**src/pkg/tcc_pkg.sv**
```systemverilog
`default_nettype none
package tcc_pkg;
   // mode control register layout
   localparam int        MODE_W         = 8;
   localparam int        OP_HI_BIT      = 3;
   localparam int        OP_LO_BIT      = 2;
   localparam int        OUT_TIMING_BIT = 1;
   localparam int        OVF_BIT        = 0;
   localparam int        BIT_SEL_W      = 3;
   localparam logic [7:0] MODE_RESET    = 8'h00;
   localparam logic [7:0] MODE_USED     = 8'h0F;
   // operation field encodings
   localparam logic [1:0] OP_STOP       = 2'h0;
   localparam logic [1:0] OP_FREE       = 2'h1;
   localparam logic [1:0] OP_EDGE_CLR   = 2'h2;
   localparam logic [1:0] OP_MATCH_CLR  = 2'h3;
   // edge field encodings
   localparam logic [1:0] EDGE_FALL     = 2'h0;
   localparam logic [1:0] EDGE_RISE     = 2'h1;
   localparam logic [1:0] EDGE_BOTH     = 2'h3;
   // counter
   localparam int         COUNT_W       = 16;
   localparam logic [15:0] COUNT_ZERO   = 16'h0000;
   localparam logic [15:0] COUNT_ONE    = 16'h0001;
   localparam logic [15:0] COUNT_MAX    = 16'hFFFF;
endpackage
`default_nettype wire

```
**src/hdl/timer_capture_compare_unit.sv**
```systemverilog
`default_nettype none
module timer_capture_compare_unit
   import tcc_pkg::*;
(
   // clock and reset
   input  wire logic               i_sys_clk,
   input  wire logic               i_resetn,
   input  wire logic               i_count_tick,
   // mode control register access
   input  wire logic               i_mode_wr,
   input  wire logic [MODE_W-1:0]  i_mode_wdata,
   input  wire logic               i_mode_bit_wr,
   input  wire logic [BIT_SEL_W-1:0] i_mode_bit_sel,
   input  wire logic               i_mode_bit_val,
   // compare register writes
   input  wire logic               i_first_wr,
   input  wire logic [COUNT_W-1:0] i_first_wdata,
   input  wire logic               i_second_wr,
   input  wire logic [COUNT_W-1:0] i_second_wdata,
   // capture control and edge selects
   input  wire logic               i_first_capture_mode,
   input  wire logic               i_second_capture_mode,
   input  wire logic               i_capture_source_select,
   input  wire logic               i_first_input_edge_hi,
   input  wire logic               i_first_input_edge_lo,
   input  wire logic               i_second_input_edge_hi,
   input  wire logic               i_second_input_edge_lo,
   // trigger pins
   input  wire logic               i_first_ext_input,
   input  wire logic               i_second_ext_input,
   // state and interrupts
   output var  logic [MODE_W-1:0]  o_timer_mode_control,
   output var  logic [COUNT_W-1:0] o_count_value,
   output var  logic [COUNT_W-1:0] o_compare_capture_first,
   output var  logic [COUNT_W-1:0] o_compare_capture_second,
   output var  logic               o_first_match_irq,
   output var  logic               o_second_match_irq
);
   function automatic logic edge_valid(input logic [1:0] sel,
                                       input logic       rise,
                                       input logic       fall);
      case (sel)
         EDGE_RISE: edge_valid = rise;
         EDGE_FALL: edge_valid = fall;
         EDGE_BOTH: edge_valid = rise | fall;
         default:   edge_valid = 1'b0;
      endcase
   endfunction
   logic               first_rise;
   logic               first_fall;
   logic               second_rise;
   logic               second_fall;
   logic               cleared;
   logic               next_cleared;
   logic [MODE_W-1:0]  next_mode;
   logic [COUNT_W-1:0] next_count;
   logic [COUNT_W-1:0] next_first;
   logic [COUNT_W-1:0] next_second;
   tcc_pin_edge u_first_pin (
      .i_sys_clk (i_sys_clk),
      .i_resetn  (i_resetn),
      .i_pin     (i_first_ext_input),
      .o_rise    (first_rise),
      .o_fall    (first_fall)
   );
   tcc_pin_edge u_second_pin (
      .i_sys_clk (i_sys_clk),
      .i_resetn  (i_resetn),
      .i_pin     (i_second_ext_input),
      .o_rise    (second_rise),
      .o_fall    (second_fall)
   );
   wire [1:0] op = o_timer_mode_control[OP_HI_BIT:OP_LO_BIT];
   wire [1:0] es_first  = {i_first_input_edge_hi, i_first_input_edge_lo};
   wire [1:0] es_second = {i_second_input_edge_hi, i_second_input_edge_lo};
   wire running = (op != OP_STOP);
   wire first_edge  = edge_valid(es_first, first_rise, first_fall);
   wire second_edge = edge_valid(es_second, second_rise, second_fall);
   wire rev_edge = ((es_first == EDGE_RISE) & first_rise)
                 | ((es_first == EDGE_FALL) & first_fall);
   wire edge_clear  = running & (op == OP_EDGE_CLR) & first_edge;
   wire match_clear = running & (op == OP_MATCH_CLR) & i_count_tick
                    & ~i_first_capture_mode
                    & (o_count_value == o_compare_capture_first);
   wire wrap = running & i_count_tick & (o_count_value == COUNT_MAX);
   wire step = running & i_count_tick & ~edge_clear & ~match_clear;
   wire [COUNT_W-1:0] inc = o_count_value + COUNT_ONE;
   wire at_zero = (o_count_value == COUNT_ZERO);
   function automatic logic cmp_hit(input logic [15:0] cmp,
                                    input logic [15:0] nxt,
                                    input logic        zero,
                                    input logic        clr);
      // zero matches only stepping zero to one after a clear or a wrap
      cmp_hit = (cmp != COUNT_ZERO) ? (nxt == cmp) : (zero & clr);
   endfunction
   wire match_first  = step & ~i_first_capture_mode
                     & cmp_hit(o_compare_capture_first, inc, at_zero, cleared);
   wire match_second = step & ~i_second_capture_mode
                     & cmp_hit(o_compare_capture_second, inc, at_zero, cleared);
   // capture source for the first register
   wire cap_first = running & i_first_capture_mode
                  & (i_capture_source_select ? rev_edge : second_edge);
   wire cap_second = running & i_second_capture_mode & first_edge;
   wire irq_first  = match_first
                   | (running & i_first_capture_mode & second_edge);
   wire irq_second = match_second | cap_second;
   logic [MODE_W-1:0] wr_mode;
   always_comb begin
      wr_mode = o_timer_mode_control;
      if (i_mode_wr) begin
         wr_mode = i_mode_wdata;
      end
      if (i_mode_bit_wr) begin
         wr_mode[i_mode_bit_sel] = i_mode_bit_val;
      end
      // eight bits, upper nibble reads zero
      next_mode = wr_mode & MODE_USED;
      // overflow set wins over a clearing write
      if (wrap) begin
         next_mode[OVF_BIT] = 1'b1;
      end else if (wr_mode[OP_HI_BIT:OP_LO_BIT] == OP_STOP) begin
         next_mode[OVF_BIT] = 1'b0;
      end
   end
   always_comb begin
      next_count = o_count_value;
      next_cleared = cleared;
      if (!running) begin
         next_count = COUNT_ZERO;
         next_cleared = 1'b0;
      end else if (edge_clear | match_clear) begin
         next_count = COUNT_ZERO;
         next_cleared = 1'b1;
      end else if (i_count_tick) begin
         next_count = inc;
         next_cleared = cleared | wrap;
      end
   end
   // capture takes priority over a software write
   assign next_first  = cap_first ? o_count_value
                      : (i_first_wr ? i_first_wdata : o_compare_capture_first);
   assign next_second = cap_second ? o_count_value
                      : (i_second_wr ? i_second_wdata
                                     : o_compare_capture_second);
   always_ff @(posedge i_sys_clk) begin
      if (!i_resetn) begin
         o_timer_mode_control     <= MODE_RESET;
         o_count_value            <= COUNT_ZERO;
         o_compare_capture_first  <= COUNT_ZERO;
         o_compare_capture_second <= COUNT_ZERO;
         o_first_match_irq        <= 1'b0;
         o_second_match_irq       <= 1'b0;
         cleared                  <= 1'b0;
      end else begin
         o_timer_mode_control     <= next_mode;
         o_count_value            <= next_count;
         o_compare_capture_first  <= next_first;
         o_compare_capture_second <= next_second;
         o_first_match_irq        <= irq_first;
         o_second_match_irq       <= irq_second;
         cleared                  <= next_cleared;
      end
   end
   property p_reserved_zero;
      @(posedge i_sys_clk) disable iff (!i_resetn)
      (o_timer_mode_control & ~MODE_USED) == 8'h00;
   endproperty
   a_reserved_zero: assert property (p_reserved_zero)
      else $error("mode register reserved bits not zero");
   property p_reset_mode;
      @(posedge i_sys_clk) $rose(i_resetn) |-> o_timer_mode_control == MODE_RESET;
   endproperty
   a_reset_mode: assert property (p_reset_mode)
      else $error("mode register not zero after reset");
   property p_stop_clears;
      @(posedge i_sys_clk) disable iff (!i_resetn)
      !running |=> o_count_value == COUNT_ZERO;
   endproperty
   a_stop_clears: assert property (p_stop_clears)
      else $error("stopped counter not cleared");
   property p_count_steps;
      @(posedge i_sys_clk) disable iff (!i_resetn)
      step |=> o_count_value == $past(o_count_value) + COUNT_ONE;
   endproperty
   a_count_steps: assert property (p_count_steps)
      else $error("running counter did not step");
   property p_byte_write;
      @(posedge i_sys_clk) disable iff (!i_resetn)
      (i_mode_wr & ~i_mode_bit_wr & ~wrap
       & (i_mode_wdata[OP_HI_BIT:OP_LO_BIT] != OP_STOP))
      |=> o_timer_mode_control == ($past(i_mode_wdata) & MODE_USED);
   endproperty
   a_byte_write: assert property (p_byte_write)
      else $error("byte write not stored");
   property p_nonzero_match;
      @(posedge i_sys_clk) disable iff (!i_resetn)
      (step & ~i_first_capture_mode & (inc == o_compare_capture_first)
       & (o_compare_capture_first != COUNT_ZERO)) |=> o_first_match_irq;
   endproperty
   a_nonzero_match: assert property (p_nonzero_match)
      else $error("first match interrupt missing");
   property p_zero_after_start;
      @(posedge i_sys_clk) disable iff (!i_resetn)
      ($rose(running) & ~i_first_capture_mode
       & (o_compare_capture_first == COUNT_ZERO))
      |-> ##1 !o_first_match_irq;
   endproperty
   a_zero_after_start: assert property (p_zero_after_start)
      else $error("zero compare matched right after start");
   property p_zero_match;
      @(posedge i_sys_clk) disable iff (!i_resetn)
      (step & cleared & at_zero & ~i_first_capture_mode
       & (o_compare_capture_first == COUNT_ZERO))
      |=> o_first_match_irq && o_count_value == COUNT_ONE;
   endproperty
   a_zero_match: assert property (p_zero_match)
      else $error("zero compare missed step to one");
   property p_rev_capture;
      @(posedge i_sys_clk) disable iff (!i_resetn)
      (running & i_first_capture_mode & i_capture_source_select
       & rev_edge & ~second_edge)
      |=> o_compare_capture_first == $past(o_count_value)
          && !o_first_match_irq;
   endproperty
   a_rev_capture: assert property (p_rev_capture)
      else $error("reverse phase capture wrong");
   property p_both_no_cap;
      @(posedge i_sys_clk) disable iff (!i_resetn)
      (i_first_capture_mode & i_capture_source_select
       & (es_first == EDGE_BOTH) & ~i_first_wr)
      |=> $stable(o_compare_capture_first);
   endproperty
   a_both_no_cap: assert property (p_both_no_cap)
      else $error("both-edge setting captured");
   property p_src0_capture;
      @(posedge i_sys_clk) disable iff (!i_resetn)
      (running & i_first_capture_mode & ~i_capture_source_select
       & second_edge)
      |=> o_first_match_irq
          && o_compare_capture_first == $past(o_count_value);
   endproperty
   a_src0_capture: assert property (p_src0_capture)
      else $error("second-input capture into first wrong");
   property p_second_capture;
      @(posedge i_sys_clk) disable iff (!i_resetn)
      (running & i_second_capture_mode & first_edge)
      |=> o_second_match_irq
          && o_compare_capture_second == $past(o_count_value);
   endproperty
   a_second_capture: assert property (p_second_capture)
      else $error("second register capture wrong");
   property p_ext_irq;
      @(posedge i_sys_clk) disable iff (!i_resetn)
      (running & i_first_capture_mode & i_capture_source_select
       & second_edge & ~rev_edge & ~i_first_wr)
      |=> o_first_match_irq && $stable(o_compare_capture_first);
   endproperty
   a_ext_irq: assert property (p_ext_irq)
      else $error("external first interrupt wrong");
   c_wrap: cover property (@(posedge i_sys_clk) disable iff (!i_resetn)
      wrap ##1 o_timer_mode_control[OVF_BIT]);
   c_match_clear: cover property (@(posedge i_sys_clk)
      disable iff (!i_resetn) match_clear);
   c_rev_capture: cover property (@(posedge i_sys_clk)
      disable iff (!i_resetn) cap_first & i_capture_source_select);
endmodule
`default_nettype wire

```
**src/hdl/tcc_pin_edge.sv**
```systemverilog
`default_nettype none
module tcc_pin_edge (
   // clock and reset
   input  wire logic i_sys_clk,
   input  wire logic i_resetn,
   // pin and detected edges
   input  wire logic i_pin,
   output var  logic o_rise,
   output var  logic o_fall
);
   logic meta;
   logic stable;
   logic prev;

   // two flops before any logic looks at the pin
   always_ff @(posedge i_sys_clk) begin
      if (!i_resetn) begin
         meta   <= 1'b0;
         stable <= 1'b0;
         prev   <= 1'b0;
      end else begin
         meta   <= i_pin;
         stable <= meta;
         prev   <= stable;
      end
   end

   assign o_rise = stable & ~prev;
   assign o_fall = ~stable & prev;
endmodule
`default_nettype wire

```
**config.mk**
```make
export PLATFORM = sky130hd
export DESIGN_NAME = timer_capture_compare_unit
export DESIGN_NICKNAME = d
export VERILOG_FILES = /design/src/pkg/tcc_pkg.sv /design/src/hdl/timer_capture_compare_unit.sv /design/src/hdl/tcc_pin_edge.sv
export SDC_FILE = /design/constraint.sdc
export NUM_CORES = 1
export LEC_CHECK = 0
export ABC_AREA = 1
export ABC_CLOCK_PERIOD_IN_PS = 1900
export BUFFER_PORTS_ARGS = -buffer_cell sky130_fd_sc_hd__buf_2
export CAP_MARGIN = 20
export CORE_MARGIN = 2
export CORE_UTILIZATION = 39
export CTS_BUF_LIST = sky130_fd_sc_hd__clkbuf_8
export DETAILED_ROUTE_END_ITERATION = 16
export GPL_ROUTABILITY_DRIVEN = 0
export PLACE_DENSITY = 0.72
export SLEW_MARGIN = 20
export SYNTH_ARGS = -nofsm -noshare
export SYNTH_HDL_FRONTEND = slang
export SYNTH_SLANG_ARGS = --single-unit
```
**constraint.sdc**
```tcl
create_clock -name i_sys_clk -period 1.9 [get_ports i_sys_clk]
set_clock_uncertainty 0.15 [all_clocks]
set_input_delay 0.285 -clock i_sys_clk [delete_from_list [all_inputs] [get_ports i_sys_clk]]
set_output_delay 0.285 -clock i_sys_clk [all_outputs]
set_load 0.01 [all_outputs]
```
# Word-level counts from Yosys, hierarchy flattened
# Index checks and enable logic that the tools add are counted.
[classes] addsub=1 magnitude_cmp=2 eq_ne=10 mux=18 n_bitwise=43 reduce_logical=13
[op_table] operator="$mux 16" n=4
[op_table] operator="$eq 16x16->1" n=3
[op_table] operator="$reduce_bool 16->1" n=2
[op_table] operator="$and 1x1->1" n=26
[op_table] operator="$add 16x1->16 const B" n=1
[op_table] operator="$eq 16x16->1 const B" n=1
[op_table] operator="$logic_not 16->1" n=1
[op_table] operator="$not 1->1" n=10
[op_table] operator="$bwmux 8" n=1
[op_table] operator="$eq 2x2->1 const B" n=4
[op_table] operator="$mux 1" n=8
[op_table] operator="$mux 8" n=1
[op_table] operator="$reduce_bool 2->1" n=4
[op_table] operator="$or 1x1->1" n=7
[op_table] operator="$logic_not 2->1" n=3
[op_table] operator="$pmux 1 s3" n=2
[op_table] operator="$eq 2x1->1 const B" n=2
[op_table] operator="$lt 3x4->1 const B" n=1
[op_table] operator="$mux 4" n=1
[op_table] operator="$demux 1 s3" n=1
[op_table] operator="$ge 3x1->1 const B" n=1
[op_table] operator="$reduce_or 3->1" n=1
[op_table] operator="$reduce_and 2->1" n=1
[op_table] operator="$logic_and 1x1->1" n=1
[totals] register_bits=65 input_bits=60 output_inout_bits=58 elab_cells=101

# Logic depth before layout (Yosys ltp)
# Gate-level depths: netlist of run 1.
[depth] word_depth=11 ltp_mapped=16 ltp_nobuf=15

# Cells and area by module
# Synthesis of run 1 repeated with hierarchy kept, for this count alone.
[hier_totals] cells_unflattened=647 area_unflattened_um2=4261.6
[modules_own_cells] mod="timer_capture_compare_unit" instances=1 cells_each=621 area_per_inst_um2=4061.4 seq_area_each_um2=1101.1
[modules_own_cells] mod="tcc_pin_edge" instances=2 cells_each=13 area_per_inst_um2=100.1 seq_area_each_um2=60.1

# Worst setup path before layout of run 1
# No wires, ideal clock.
[synth_timing] path_type="flip-flop to flip-flop" start="reg o_count_value[1]" end="reg o_first_match_irq" setup_time_ns=0.132 t_arrival_ns=1.781 required_time_ns=1.618 slack_ns=-0.163 stages_incl_launch_ff=14 path_buffers=0 synth_period_minus_slack_ns=2.063 cell_sequence="dfxtp_1 -> ha_1 -> nand2_1 -> nor2_4 -> nand3_2 -> or2_2 -> nand3_1 -> nor2_1 -> nand2_1 -> nor2_1 -> nand2_1 -> nand2_1 -> nand2_1 -> a21oi_1"
[synth_via] elab_chain_len=7 word_cells_on_any_way=12 cone_classes="add/sub (1); eq/ne (2); mux (1); bitwise (7); reduce/logical (1)"
[synth_rtl] item="start, declared" line="timer_capture_compare_unit.sv:33" rtl="output var logic [COUNT_W-1:0] o_count_value,"
[synth_rtl] item="start signal, assigned" line="timer_capture_compare_unit.sv:156" rtl="o_count_value <= next_count;"
[synth_rtl] item="branches (longest 5 deep; another with $add 16x1->16)"
[synth_rtl] item="$and 1x1->1 (*)" line="timer_capture_compare_unit.sv:97" rtl="& cmp_hit(o_compare_capture_first, inc, at_zero, cleared);"
[synth_rtl] item="$or 1x1->1 (*)" line="timer_capture_compare_unit.sv:105" rtl="| (running & i_first_capture_mode & second_edge);"
[synth_rtl] item="end signal, assigned" line="timer_capture_compare_unit.sv:159" rtl="o_first_match_irq <= irq_first;"
[synth_rtl] item="end, declared" line="timer_capture_compare_unit.sv:36" rtl="output var logic o_first_match_irq,"
# Mark *: on every way between the ends.
# A chain may end at the register's enable or synchronous reset.

# Final worst setup path of run 1
# Ends and elaborated chain as after synthesis.

==> results of run 1 <==
-- layer usage --
metal,share of wire (%),global-route usage (%),routed length [um]
met5,0,0,0
met2,48,40.2,6480
met3,6.1,5.23,822
met4,1.8,7.98,241
met1,44,28.1,5830
-- logic make-up after synthesis --
logic type | share of synthesized area (%)
fa+ha+maj | 1.81
buf+inv | 11.5
xor+xnor | 5.91
other cells | 0.0904
simple gates | 38.1
compound gates | 13.2
flops | 29.5
-- cell usage in the layout, fill, tap and decap left out, types with 6 or more instances in the layout --
| cell | count |
|---|---|
| nor2_1 | 85 |
| clkbuf_8 | 11 |
| a31oi_1 | 9 |
| nand2_1 | 161 |
| xnor2_1 | 12 |
| buf_4 | 69 |
| nand3_1 | 57 |
| buf_2 | 109 |
| a21oi_1 | 35 |
| buf_6 | 7 |
| inv_1 | 66 |
| nand2_2 | 12 |
| o21ai_2 | 6 |
| a211oi_1 | 16 |
| nand4_1 | 12 |
| nor2_2 | 9 |
| o21ai_0 | 7 |
| dfxtp_2 | 8 |
| dfxtp_1 | 50 |
| a311oi_1 | 7 |
| xor2_1 | 10 |
-- through the flow --
step	instance area [um^2]	setup slack (ps)	hold WS (ps)
6_report	5750	-134	33.7
5_1_grt	5750	-263	29.9
4_1_cts	5490	-62.7	30.2
3_5_place_dp	5230	-138	253
3_3_place_gp	5230	-89.6	243
2_1_floorplan	4180	3.96	233
-- area by class of cell --
| cell class | instances | area, um^2 | share of cell area, % |
|---|---|---|---|
| inverters | 69 | 264 | 4.59 |
| multi-input cells | 490 | 2620 | 45.6 |
| well taps | 136 | 170 | 2.96 |
| flip-flops and latches | 61 | 1240 | 21.6 |
| clock buffers | 11 | 151 | 2.63 |
| clock inverters | 3 | 13.8 | 0.239 |
| repair buffers | 193 | 1290 | 22.4 |
-- synth_stat cells (all sizes together) --
cell and count:
a211oi 16, a21o 1, a21oi 36, a311oi 7
a31oi 10, and2 1, buf 21, clkbuf 18
clkinv 2, conb 1, dfxtp 61, ha 6
inv 67, nand2 174, nand3 59, nand3b 4
nand4 12, nor2 99, nor3 3, nor4 5
o211ai 3, o21ai 17, o221ai 1, or2 4
xnor2 16, xor2 12
-- sequential cells by signal (all words and copies together) (netlist names) --
signal                    flops
cleared                       1
o_compare_capture_first      16
o_compare_capture_second     16
o_count_value                16
o_first_match_irq             1
o_second_match_irq            1
o_timer_mode_control          4
u_first_pin.meta              1
u_first_pin.prev              1
u_first_pin.stable            1
u_second_pin.meta             1
u_second_pin.prev             1
u_second_pin.stable           1
-- power groups by stage --
| stage | Clock (W) | Sequential, W | Combinational (W) |
|---|---|---|---|
| 2_1_floorplan | 0 | 0.00144 | 0.000316 |
| 3_3_place_gp | 0 | 0.00142 | 0.000563 |
| 3_5_place_dp | 0 | 0.00142 | 0.000568 |
| 4_1_cts | 0.00105 | 0.00139 | 0.000579 |
| 5_1_grt | 0.00111 | 0.00140 | 0.000692 |
| 6_report | 0.00105 | 0.00140 | 0.000619 |
-- what timing repair did --
item / in CTS / in global routing
hold buffers: 2 / 0
resized for setup: 13 / 50
endpoints found under the setup margin: 3 / 35
buffers inserted: 4 / 7
endpoints found under the hold margin: 2 / 0
cloned: 0 / 3
pin swaps: 10 / 12
-- worst max-delay path by stage --
stage	from	slack (ps)	end	depth (start not counted)
after floorplan	o_count_value[1]	4	o_first_match_irq	13
after global placement	o_count_value[0]	-90	o_second_match_irq	14
after detailed placement	o_count_value[0]	-140	o_second_match_irq	14
after CTS	o_count_value[0]	-60	o_first_match_irq	14
after global routing	o_count_value[1]	-260	o_second_match_irq	16
final	o_count_value[1]	-130	o_first_match_irq	14
-- tightest hold or removal path, delay by kind of cell --
kind	cells	cell delay [ps]
compound gates	1	70
buf+inv	1	90
simple gates	1	50
==> key figures, run 1 <==
Critical path
  – CP Capture Type: flip-flop
  – Critical path type: flip-flop to flip-flop
  – CP max-delay cell: dfxtp_4
  – Critical-path cell list: ha_4, nand2_2, nor2_4, buf_4, nand3_1, buf_4, xor2_1, inv_1, nand2_1, nor2_1, nand2_1, nand2_1, nand2_1, a21oi_2
  – Most numerous cell on the critical path: nand2_1
  – Crit path buf inv count: 3
  – R2R setup slack: -130 ps
  – Crit-path max cell delay: between 300 and 400 ps
  – WP data arrival: 2170 ps
  – Family with the most delay on the worst path: simple AND/OR/NAND/NOR gates
  – CP Launch Type: flip-flop
  – Worst EP required: approximately 2000 ps
  – FF-to-FF End: o_first_match_irq
  – R2r startpoint: o_count_value[1]
  – R2R cell count: 14
  – Crit Path Max Fanout: 5

Die
  – Die H: between 100 and 150 um
  – Die Span X: around 110 um
  – Initial Utilization: between 40% and 50%
  – Core Region: just over 10000 um^2
  – Die area: approximately 11000 um^2
  – IO Count: about 120
  – Row count: 37

Global routing
  – First-pass GRT wire length: between 20000 and 25000 um
  – Vias in the first global route: approximately 4.5k
  – Largest net degree at the start of global routing: 34
  – GRT Resource Usage Total: 23.2%
  – Initial antenna violation count: 0
  – GRT overflow: 0

Detailed routing
  – DR pass1 iterations: 5
  – DR DRC count: 0
  – Post-route ant nets: 0
  – Routed len/inst: roughly 14 um
  – Drt via density: 4.99
  – Initial DRC count: 260
  – DR vias: a little under 5k
  – Final WL: around 13000 um

Clock tree
  – Clk sink count: between 60 and 70
  – Worst-path clk slew: approximately 70 ps
  – CTS buffer count: 9
  – CTS Root Cell: clkbuf_8
  – H-tree levels: 3
  – CTS tree: done
  – Clock tree buffer depth: 2
  – Clk_lat worst skew: between 300 and 400 ps

Timing
  – Final worst path period need: 2030 ps
  – Total negative slack: -215 ps
  – Measured slew at the worst slew-check pin: ~540 ps
  – Final setup margin: -134 ps
  – FMAX: a little under 500 MHz
  – Slew headroom: a little under two thirds
  – Hold Vio Cnt, Final: 0
  – Slew Limit Fails: 0
  – Final Cycle Share: 107%
  – RSZ-0062 raised after global routing: yes
  – Final setup vio count: 2

Power and ir drop
  – Sw Share: a little under a third
  – P_sw: between 0.0009 and 0.001 W
  – Power, Total: 0.00307 W
  – Gate power share: 20.2%
  – Flop pwr share: a little under half
  – Clock network power share: 34.2%
  – Internal Power: 0.00214 W
  – Power per cell area: 533 nW/um^2
  – Maximum VDD drop: between 0.2 and 0.3 mV
  – Leak: 2.77 nW

Logic synthesis
  – Sequential share of the synthesized area: 29.5%
  – Yosys top cell area share: 29.5%
  – Cell count after synthesis: 656
  – Yosys cell types: 35
  – Synthesized cell area: 4150 um^2
  – Register bit count reported by yosys: 61
  – Syn Area/Cell: about 6.3 um^2
  – YS warnings: 0
  – Synth area leader: dfxtp_1
  – Area contributors post-synth: dfxtp_1 29%, nand2_1 15%, nor2_1 8.2%, nand3_1 6.9%, inv_1 6.0%

Outcome
  – Violated checks: negative setup slack
  – Status: complete, but fails checks

Place
  – Post-Place Cells: 933
  – DP Wirelength: roughly 10000 um
  – I/O Buffers: 109

Min path
  – Hold endpoint: o_compare_capture_first[11]
  – Hold path cells: 3
  – Hold Startpoint: i_first_wdata[11]
  – Min-Delay Path Class: primary input to flip-flop

Job
  – Max-cap violations: 0

Finish
  – Ratio of cells with drive above 1 in the final layout: 32.4%
  – Final Non-Filler Cells: between 900 and 1k
  – Post-layout util: between 50 and 60%
  – Ant. Diodes: 0
  – Fill cells: 1006
  – P&R area growth vs syn: 38.7%
  – Nets: just under 900
Note: power is estimated with default switching activity, not from simulation.
==> run 2, diff against run 1 <==
--- a/config.mk
+++ b/config.mk
@@ -7,15 +7,14 @@
 export LEC_CHECK = 0
 export ABC_AREA = 1
 export ABC_CLOCK_PERIOD_IN_PS = 1900
-export BUFFER_PORTS_ARGS = -buffer_cell sky130_fd_sc_hd__buf_2
 export CAP_MARGIN = 20
 export CORE_MARGIN = 2
 export CORE_UTILIZATION = 39
 export CTS_BUF_LIST = sky130_fd_sc_hd__clkbuf_8
 export DETAILED_ROUTE_END_ITERATION = 16
+export DONT_BUFFER_PORTS = 1
 export GPL_ROUTABILITY_DRIVEN = 0
-export PLACE_DENSITY = 0.72
-export SLEW_MARGIN = 20
+export PLACE_DENSITY = 0.62
 export SYNTH_ARGS = -nofsm -noshare
 export SYNTH_HDL_FRONTEND = slang
 export SYNTH_SLANG_ARGS = --single-unit
==> key figures, run 2 (same netlist as run 1, synthesis figures left out) <==
Power and ir drop
  – Power per cell area: 577 nW/um^2 (+8.2%)
  – Leak: 2.58 nW (-6.8%)
  – Maximum VDD drop: 0.325 mV (+21%)
  – Power, Total: 0.00343 W (+12%)

Die
  – Row count: 37 (unchanged)
  – Core Region: 10300 um^2 (unchanged)
  – Die H: 107 um (unchanged)
  – IO Count: 118 (unchanged)
  – Die Span X: 107 um (unchanged)
  – Die area: 11500 um^2 (unchanged)
  – Initial Utilization: 40.2% (unchanged)

Timing
  – Final setup margin: -110 ps (+24.4 ps)
  – Measured slew at the worst slew-check pin: 856 ps (+318 ps)
  – Total negative slack: -231 ps (-15.6 ps)
  – FMAX: 498 MHz (+1.2%)
  – Final worst path period need: 2010 ps (-24.4 ps)
  – Hold Vio Cnt, Final: 0 (unchanged)
  – Slew headroom: 42.7% (-21 points)
  – Slew Limit Fails: 0 (unchanged)
  – Final Cycle Share: 106% (-1.3 points)
  – RSZ-0062 raised after global routing: yes
  – Final setup vio count: 3 (+1)

Outcome
  – Violated checks: negative setup slack
  – Status: complete, but fails checks

Critical path
  – WP data arrival: 2160 ps (about the same)
  – Crit Path Max Fanout: 5 (unchanged)
  – Worst EP required: 2050 ps (about the same)
  – CP Capture Type: flip-flop
  – R2R cell count: 7 (-7)
  – Critical path type: flip-flop to flip-flop
  – CP Launch Type: flip-flop

Clock tree
  – Worst-path clk slew: 80 ps (about the same)
  – Clk_lat worst skew: 360 ps (about the same)
  – H-tree levels: 3 (unchanged)
  – Clk sink count: 61 (unchanged)
  – CTS buffer count: 9 (unchanged)
  – CTS Root Cell: clkbuf_8
  – Clock tree buffer depth: 2 (unchanged)
  – CTS tree: done

Finish
  – Commonest non-fill, non-tap cell in the layout: nand2_1
  – Area of the multi-input gates: 2690 um^2 (+2.5%)
  – Biggest regs: o_compare_capture_first x16, o_compare_capture_second x16, o_count_value x16
  – Fill cells: 953 (-5.3%)
  – Ant. Diodes: 0 (unchanged)
  – Nets: 844 (-5.2%)
  – Post-layout util: 57.6% (+2.0 points)
  – P&R area growth vs syn: 43.5%
  – Most frequent cells in the layout: 158 x nand2_1, 87 x buf_4, 85 x nor2_1
  – Ratio of cells with drive above 1 in the final layout: 24.8% (-7.6 points)
  – FF+latch area: 1240 um^2 (unchanged)
  – Design area: 5950 um^2 (+3.5%)

Detailed routing
  – Routed len/inst: 16.8 um (+21%)
  – Drt via density: 5.41 (+8.5%)
  – Final WL: 15400 um (+15%)
  – DR DRC count: 0 (unchanged)
  – DR pass1 iterations: 5 (unchanged)
  – Post-route ant nets: 0 (unchanged)
  – DR vias: 4969 (+3.5%)
  – Initial DRC count: 339 (+30%)

Global routing
  – First-pass GRT wire length: 23600 um (+11%)
  – Vias in the first global route: 4851 (+6.7%)
  – Initial antenna violation count: 0 (unchanged)
  – GRT overflow: 0 (unchanged)
  – GRT Resource Usage Total: 25.9% (+2.7 points)
  – Largest net degree at the start of global routing: 34 (unchanged)

Place
  – DP Wirelength: 10600 um (+7.1%)
  – I/O Buffers: 0 (-100%)
  – DP Area: 4810 um^2 (-7.9%)

Min path
  – Hold path cells: 2 (-1)
  – Min-Delay Path Class: primary input to flip-flop

Job
  – Max-cap violations: 0 (unchanged)
==> run 2: changes by cell type in the layout (fill, tap and decap cells not counted), sizes merged <==
cell / previous run / this run
buf: 189 / 98
dlygate4sd3: 2 / 45
clkinvlp: 0 / 3
bufinv: 0 / 2
clkinv: 4 / 2
clkbuf: 13 / 14
dlymetal6s4s: 0 / 1
inv: 68 / 67
==> run 2: metrics by stage <==
stage                     setup slack (ps)  cells  hold slack, ps
after floorplan                       3.96    659             233
after global routing                  -282    919            25.3
after global placement                -117    840             231
after CTS                            -76.3    910           0.384
final                                 -110    919            1.07
after detailed placement              -168    840             236
==> run 2: layout make-up <==
class                      count  area share, %
clock buffer                  11           2.54
clock inverter                 5           1.39
inverter                      69           4.39
multi-input combinational    490           45.1
sequential                    61           20.9
tap                          136           2.86
timing repair buffer         147           22.8
==> run 2: report_power, final <==
group | internal (W) | switching, W | total (W)
clock network | 0.000810 | 0.000598 | 0.00141
registers | 0.00133 | 0.0000725 | 0.00141
logic | 0.000299 | 0.000318 | 0.000617
total | 0.00244 | 0.000989 | 0.00343
==> run 2: timing repair <==
item                                    in CTS  in global routing
endpoints found under the setup margin       2                 37
resized for setup                           24                 59
gates cloned                                 0                  4
hold buffers                                46                  0
setup buffers                                8                  5
pin swaps                                   18                 28
hold endpoints to repair                    43                  0
==> run 2: path summary, 6_finish.rpt <==
check	to	slack, ps	from
min reg2reg	u_second_pin.stable	260	u_second_pin.meta
max reg2reg	o_second_match_irq	-110	o_count_value[8]
min	o_compare_capture_second[13]	1	i_second_wdata[13]
max	o_second_match_irq	-110	o_count_value[8]
==> run 2: worst max-delay path: stages, from the launching register on <==
cell     delay, ps
dfxtp_2        360
buf_4          170
nor4_1         490
nand4_1        210
a21o_1         220
nor2_1         140
nand2_1         70
a21oi_1        110
==> run 2: per-layer routing <==
metal	track usage [%]	share of wire [%]	up-vias
li1	-	-	2365
met1	29.7	40	2359
met2	45.9	49	211
met3	6.87	7.9	34
met4	9.18	2.5	0
met5	0	0	-
==> run 3, diff against run 2 <==
==> constraint.sdc (replaced) <==
create_clock -name i_sys_clk -period 1.9 [get_ports i_sys_clk]
set_clock_uncertainty 0.15 [all_clocks]
set_input_delay 0 -clock i_sys_clk [delete_from_list [all_inputs] [get_ports i_sys_clk]]
set_output_delay 0 -clock i_sys_clk [all_outputs]
set_load 0.01 [all_outputs]
==> key figures, run 3 (same netlist as run 1, synthesis figures left out) <==
Global routing
  – Initial antenna violation count: 0 (unchanged)
  – GRT overflow: 0 (unchanged)
  – Vias in the first global route: 4916 (+1.3%)
  – GRT Resource Usage Total: 27.2% (+1.4 points)
  – Largest net degree at the start of global routing: 34 (unchanged)
  – First-pass GRT wire length: 24400 um (+3.6%)

Timing
  – Final Cycle Share: 113% (+7.4 points)
  – Total negative slack: -1190 ps (-958 ps)
  – Hold slack final: 64.2 ps (+63.1 ps)
  – Slew Limit Fails: 0 (unchanged)
  – RSZ-0062 raised after global routing: yes
  – Final setup margin: -251 ps (-141 ps)
  – Hold Vio Cnt, Final: 0 (unchanged)
  – FMAX: 465 MHz (-6.5%)
  – Final setup vio count: 18 (+15)
  – Final worst path period need: 2150 ps (+141 ps)
  – Measured slew at the worst slew-check pin: 633 ps (-223 ps)
  – Slew headroom: 57.6% (+15 points)

Clock tree
  – Clk sink count: 61 (unchanged)
  – H-tree levels: 3 (unchanged)
  – Worst-path clk slew: 80 ps (about the same)
  – Clk_lat worst skew: 360 ps (about the same)
  – CTS tree: done
  – CTS Root Cell: clkbuf_8
  – CTS buffer count: 9 (unchanged)
  – Clock tree buffer depth: 2 (unchanged)

Power and ir drop
  – Sw Share: 29.9% (+1.1 points)
  – Clock network power share: 34.2% (-6.8 points)
  – Flop pwr share: 43.4% (+2.4 points)
  – P_sw: 0.000964 W (-2.5%)
  – Power, Total: 0.00323 W (-6.0%)
  – Gate power share: 22.3% (+4.3 points)
  – Power per cell area: 511 nW/um^2 (-11%)
  – Maximum VDD drop: 0.302 mV (-7.2%)
  – Leak: 2.73 nW (+5.7%)
  – Internal Power: 0.00226 W (-7.4%)

Critical path
  – Crit Path Max Fanout: 8 (+3)
  – CP Launch Type: flip-flop
  – Critical path type: flip-flop to flip-flop
  – CP Capture Type: flip-flop
  – Worst EP required: 1970 ps (-80 ps)
  – WP data arrival: 2220 ps (+60 ps)

Die
  – Die H: 107 um (unchanged)
  – Core Region: 10300 um^2 (unchanged)
  – Die area: 11500 um^2 (unchanged)
  – Row count: 37 (unchanged)
  – Initial Utilization: 40.2% (unchanged)
  – Die Span X: 107 um (unchanged)
  – IO Count: 118 (unchanged)

Min path
  – Min-Delay Path Class: primary input to flip-flop

Place
  – DP Wirelength: 10700 um (+0.74%)
  – I/O Buffers: 0 (unchanged)

Detailed routing
  – Final WL: 16200 um (+5.3%)
  – DR DRC count: 0 (unchanged)
  – Drt via density: 5.34 (-1.2%)
  – DR vias: 5118 (+3.0%)
  – DR pass1 iterations: 6 (+1)
  – Initial DRC count: 405 (+19%)
  – Routed len/inst: 16.9 um (+0.99%)
  – Post-route ant nets: 0 (unchanged)

Finish
  – Commonest non-fill, non-tap cell in the layout: nand2_1
  – P&R area growth vs syn: 52.4%
  – Ratio of cells with drive above 1 in the final layout: 22.6% (-2.1 points)
  – Most frequent cells in the layout: 161 x nand2_1, 90 x dlygate4sd3_1, 84 x nor2_1
  – Ant. Diodes: 0 (unchanged)
  – Nets: 884 (+4.7%)
  – Biggest regs: o_compare_capture_first x16, o_compare_capture_second x16, o_count_value x16

Outcome
  – Violated checks: negative setup slack
  – Status: complete, but fails checks

Job
  – Max-cap violations: 0 (unchanged)
[run 3: cell types whose count changed in the layout (fill, tap and decap cells not counted), moves of 3 or more]
cell and delta:
clkinvlp_4 -3, dlygate4sd3_1 +45, buf_4 -6, nand3_1 +3, o21ai_1 -3, dfxtp_4 +5
nor2_2 +3, dfxtp_2 -3, o21ai_2 +3, nand2_1 +3
[run 3: metrics by stage]
stage                     utilization [%]  setup WS (ps)  instances  cell area [um^2]
after floorplan                         -           3.96        659              4180
after global placement               46.6           -185        838              4810
after detailed placement             46.6           -244        838              4810
after CTS                            57.8          -86.8        948              5960
after global routing                 61.2           -394        958              6320
final                                61.2           -251        958              6320
[run 3: power groups by stage]
stage	sequential, W	clock [W]	combinational, W
after global placement	0.00143	0	0.000462
after floorplan	0.00144	0	0.000316
after CTS	0.00140	0.00111	0.000638
final	0.00140	0.00110	0.000720
after global routing	0.00141	0.00116	0.000781
after detailed placement	0.00143	0	0.000467
[run 3: critical path, stage by stage, from the launching register on]
cell and delay [ps]:
dfxtp_2 340, inv_2 40, ha_4 250, nand2_2 50, o211ai_1 90, nand2_1 100
o211ai_1 330, clkbuf_16 240, nor2_1 50, a311oi_1 380
[run 3: worst paths after layout]
path                      from                     endpoint  slack [ps]  depth (start not counted)
min reg2reg  o_count_value[10]  o_compare_capture_first[10]         400                          2
max          u_second_pin.prev   o_compare_capture_first[7]        -250                          9
max reg2reg  u_second_pin.prev   o_compare_capture_first[7]        -250                          9
min               i_count_tick                      cleared          60                          7
[run 3: cell type report]
| class | count | area (um^2) |
|---|---|---|
| fill | 907 | 4010 |
| clock buffer | 12 | 165 |
| inverter | 69 | 262 |
| sequential | 61 | 1260 |
| clock inverter | 3 | 12.5 |
| multi-input combinational | 490 | 2670 |
| tap | 136 | 170 |
| timing repair buffer | 187 | 1780 |
[run 3: routing by layer]
layer / global-route usage [%] / routed length (um)
met3: 6.38 / 1330
met5: 0 / 0
met1: 32.3 / 6480
met2: 48.2 / 7920
met4: 8.72 / 500
[run 3: repair_timing]
action	4_1_cts	5_1_grt
endpoints found under the hold margin	61	1
endpoints found under the setup margin	2	39
pin swaps	5	17
resized for setup	11	73
buffers inserted	3	6
gates cloned	0	4
hold buffers	92	1
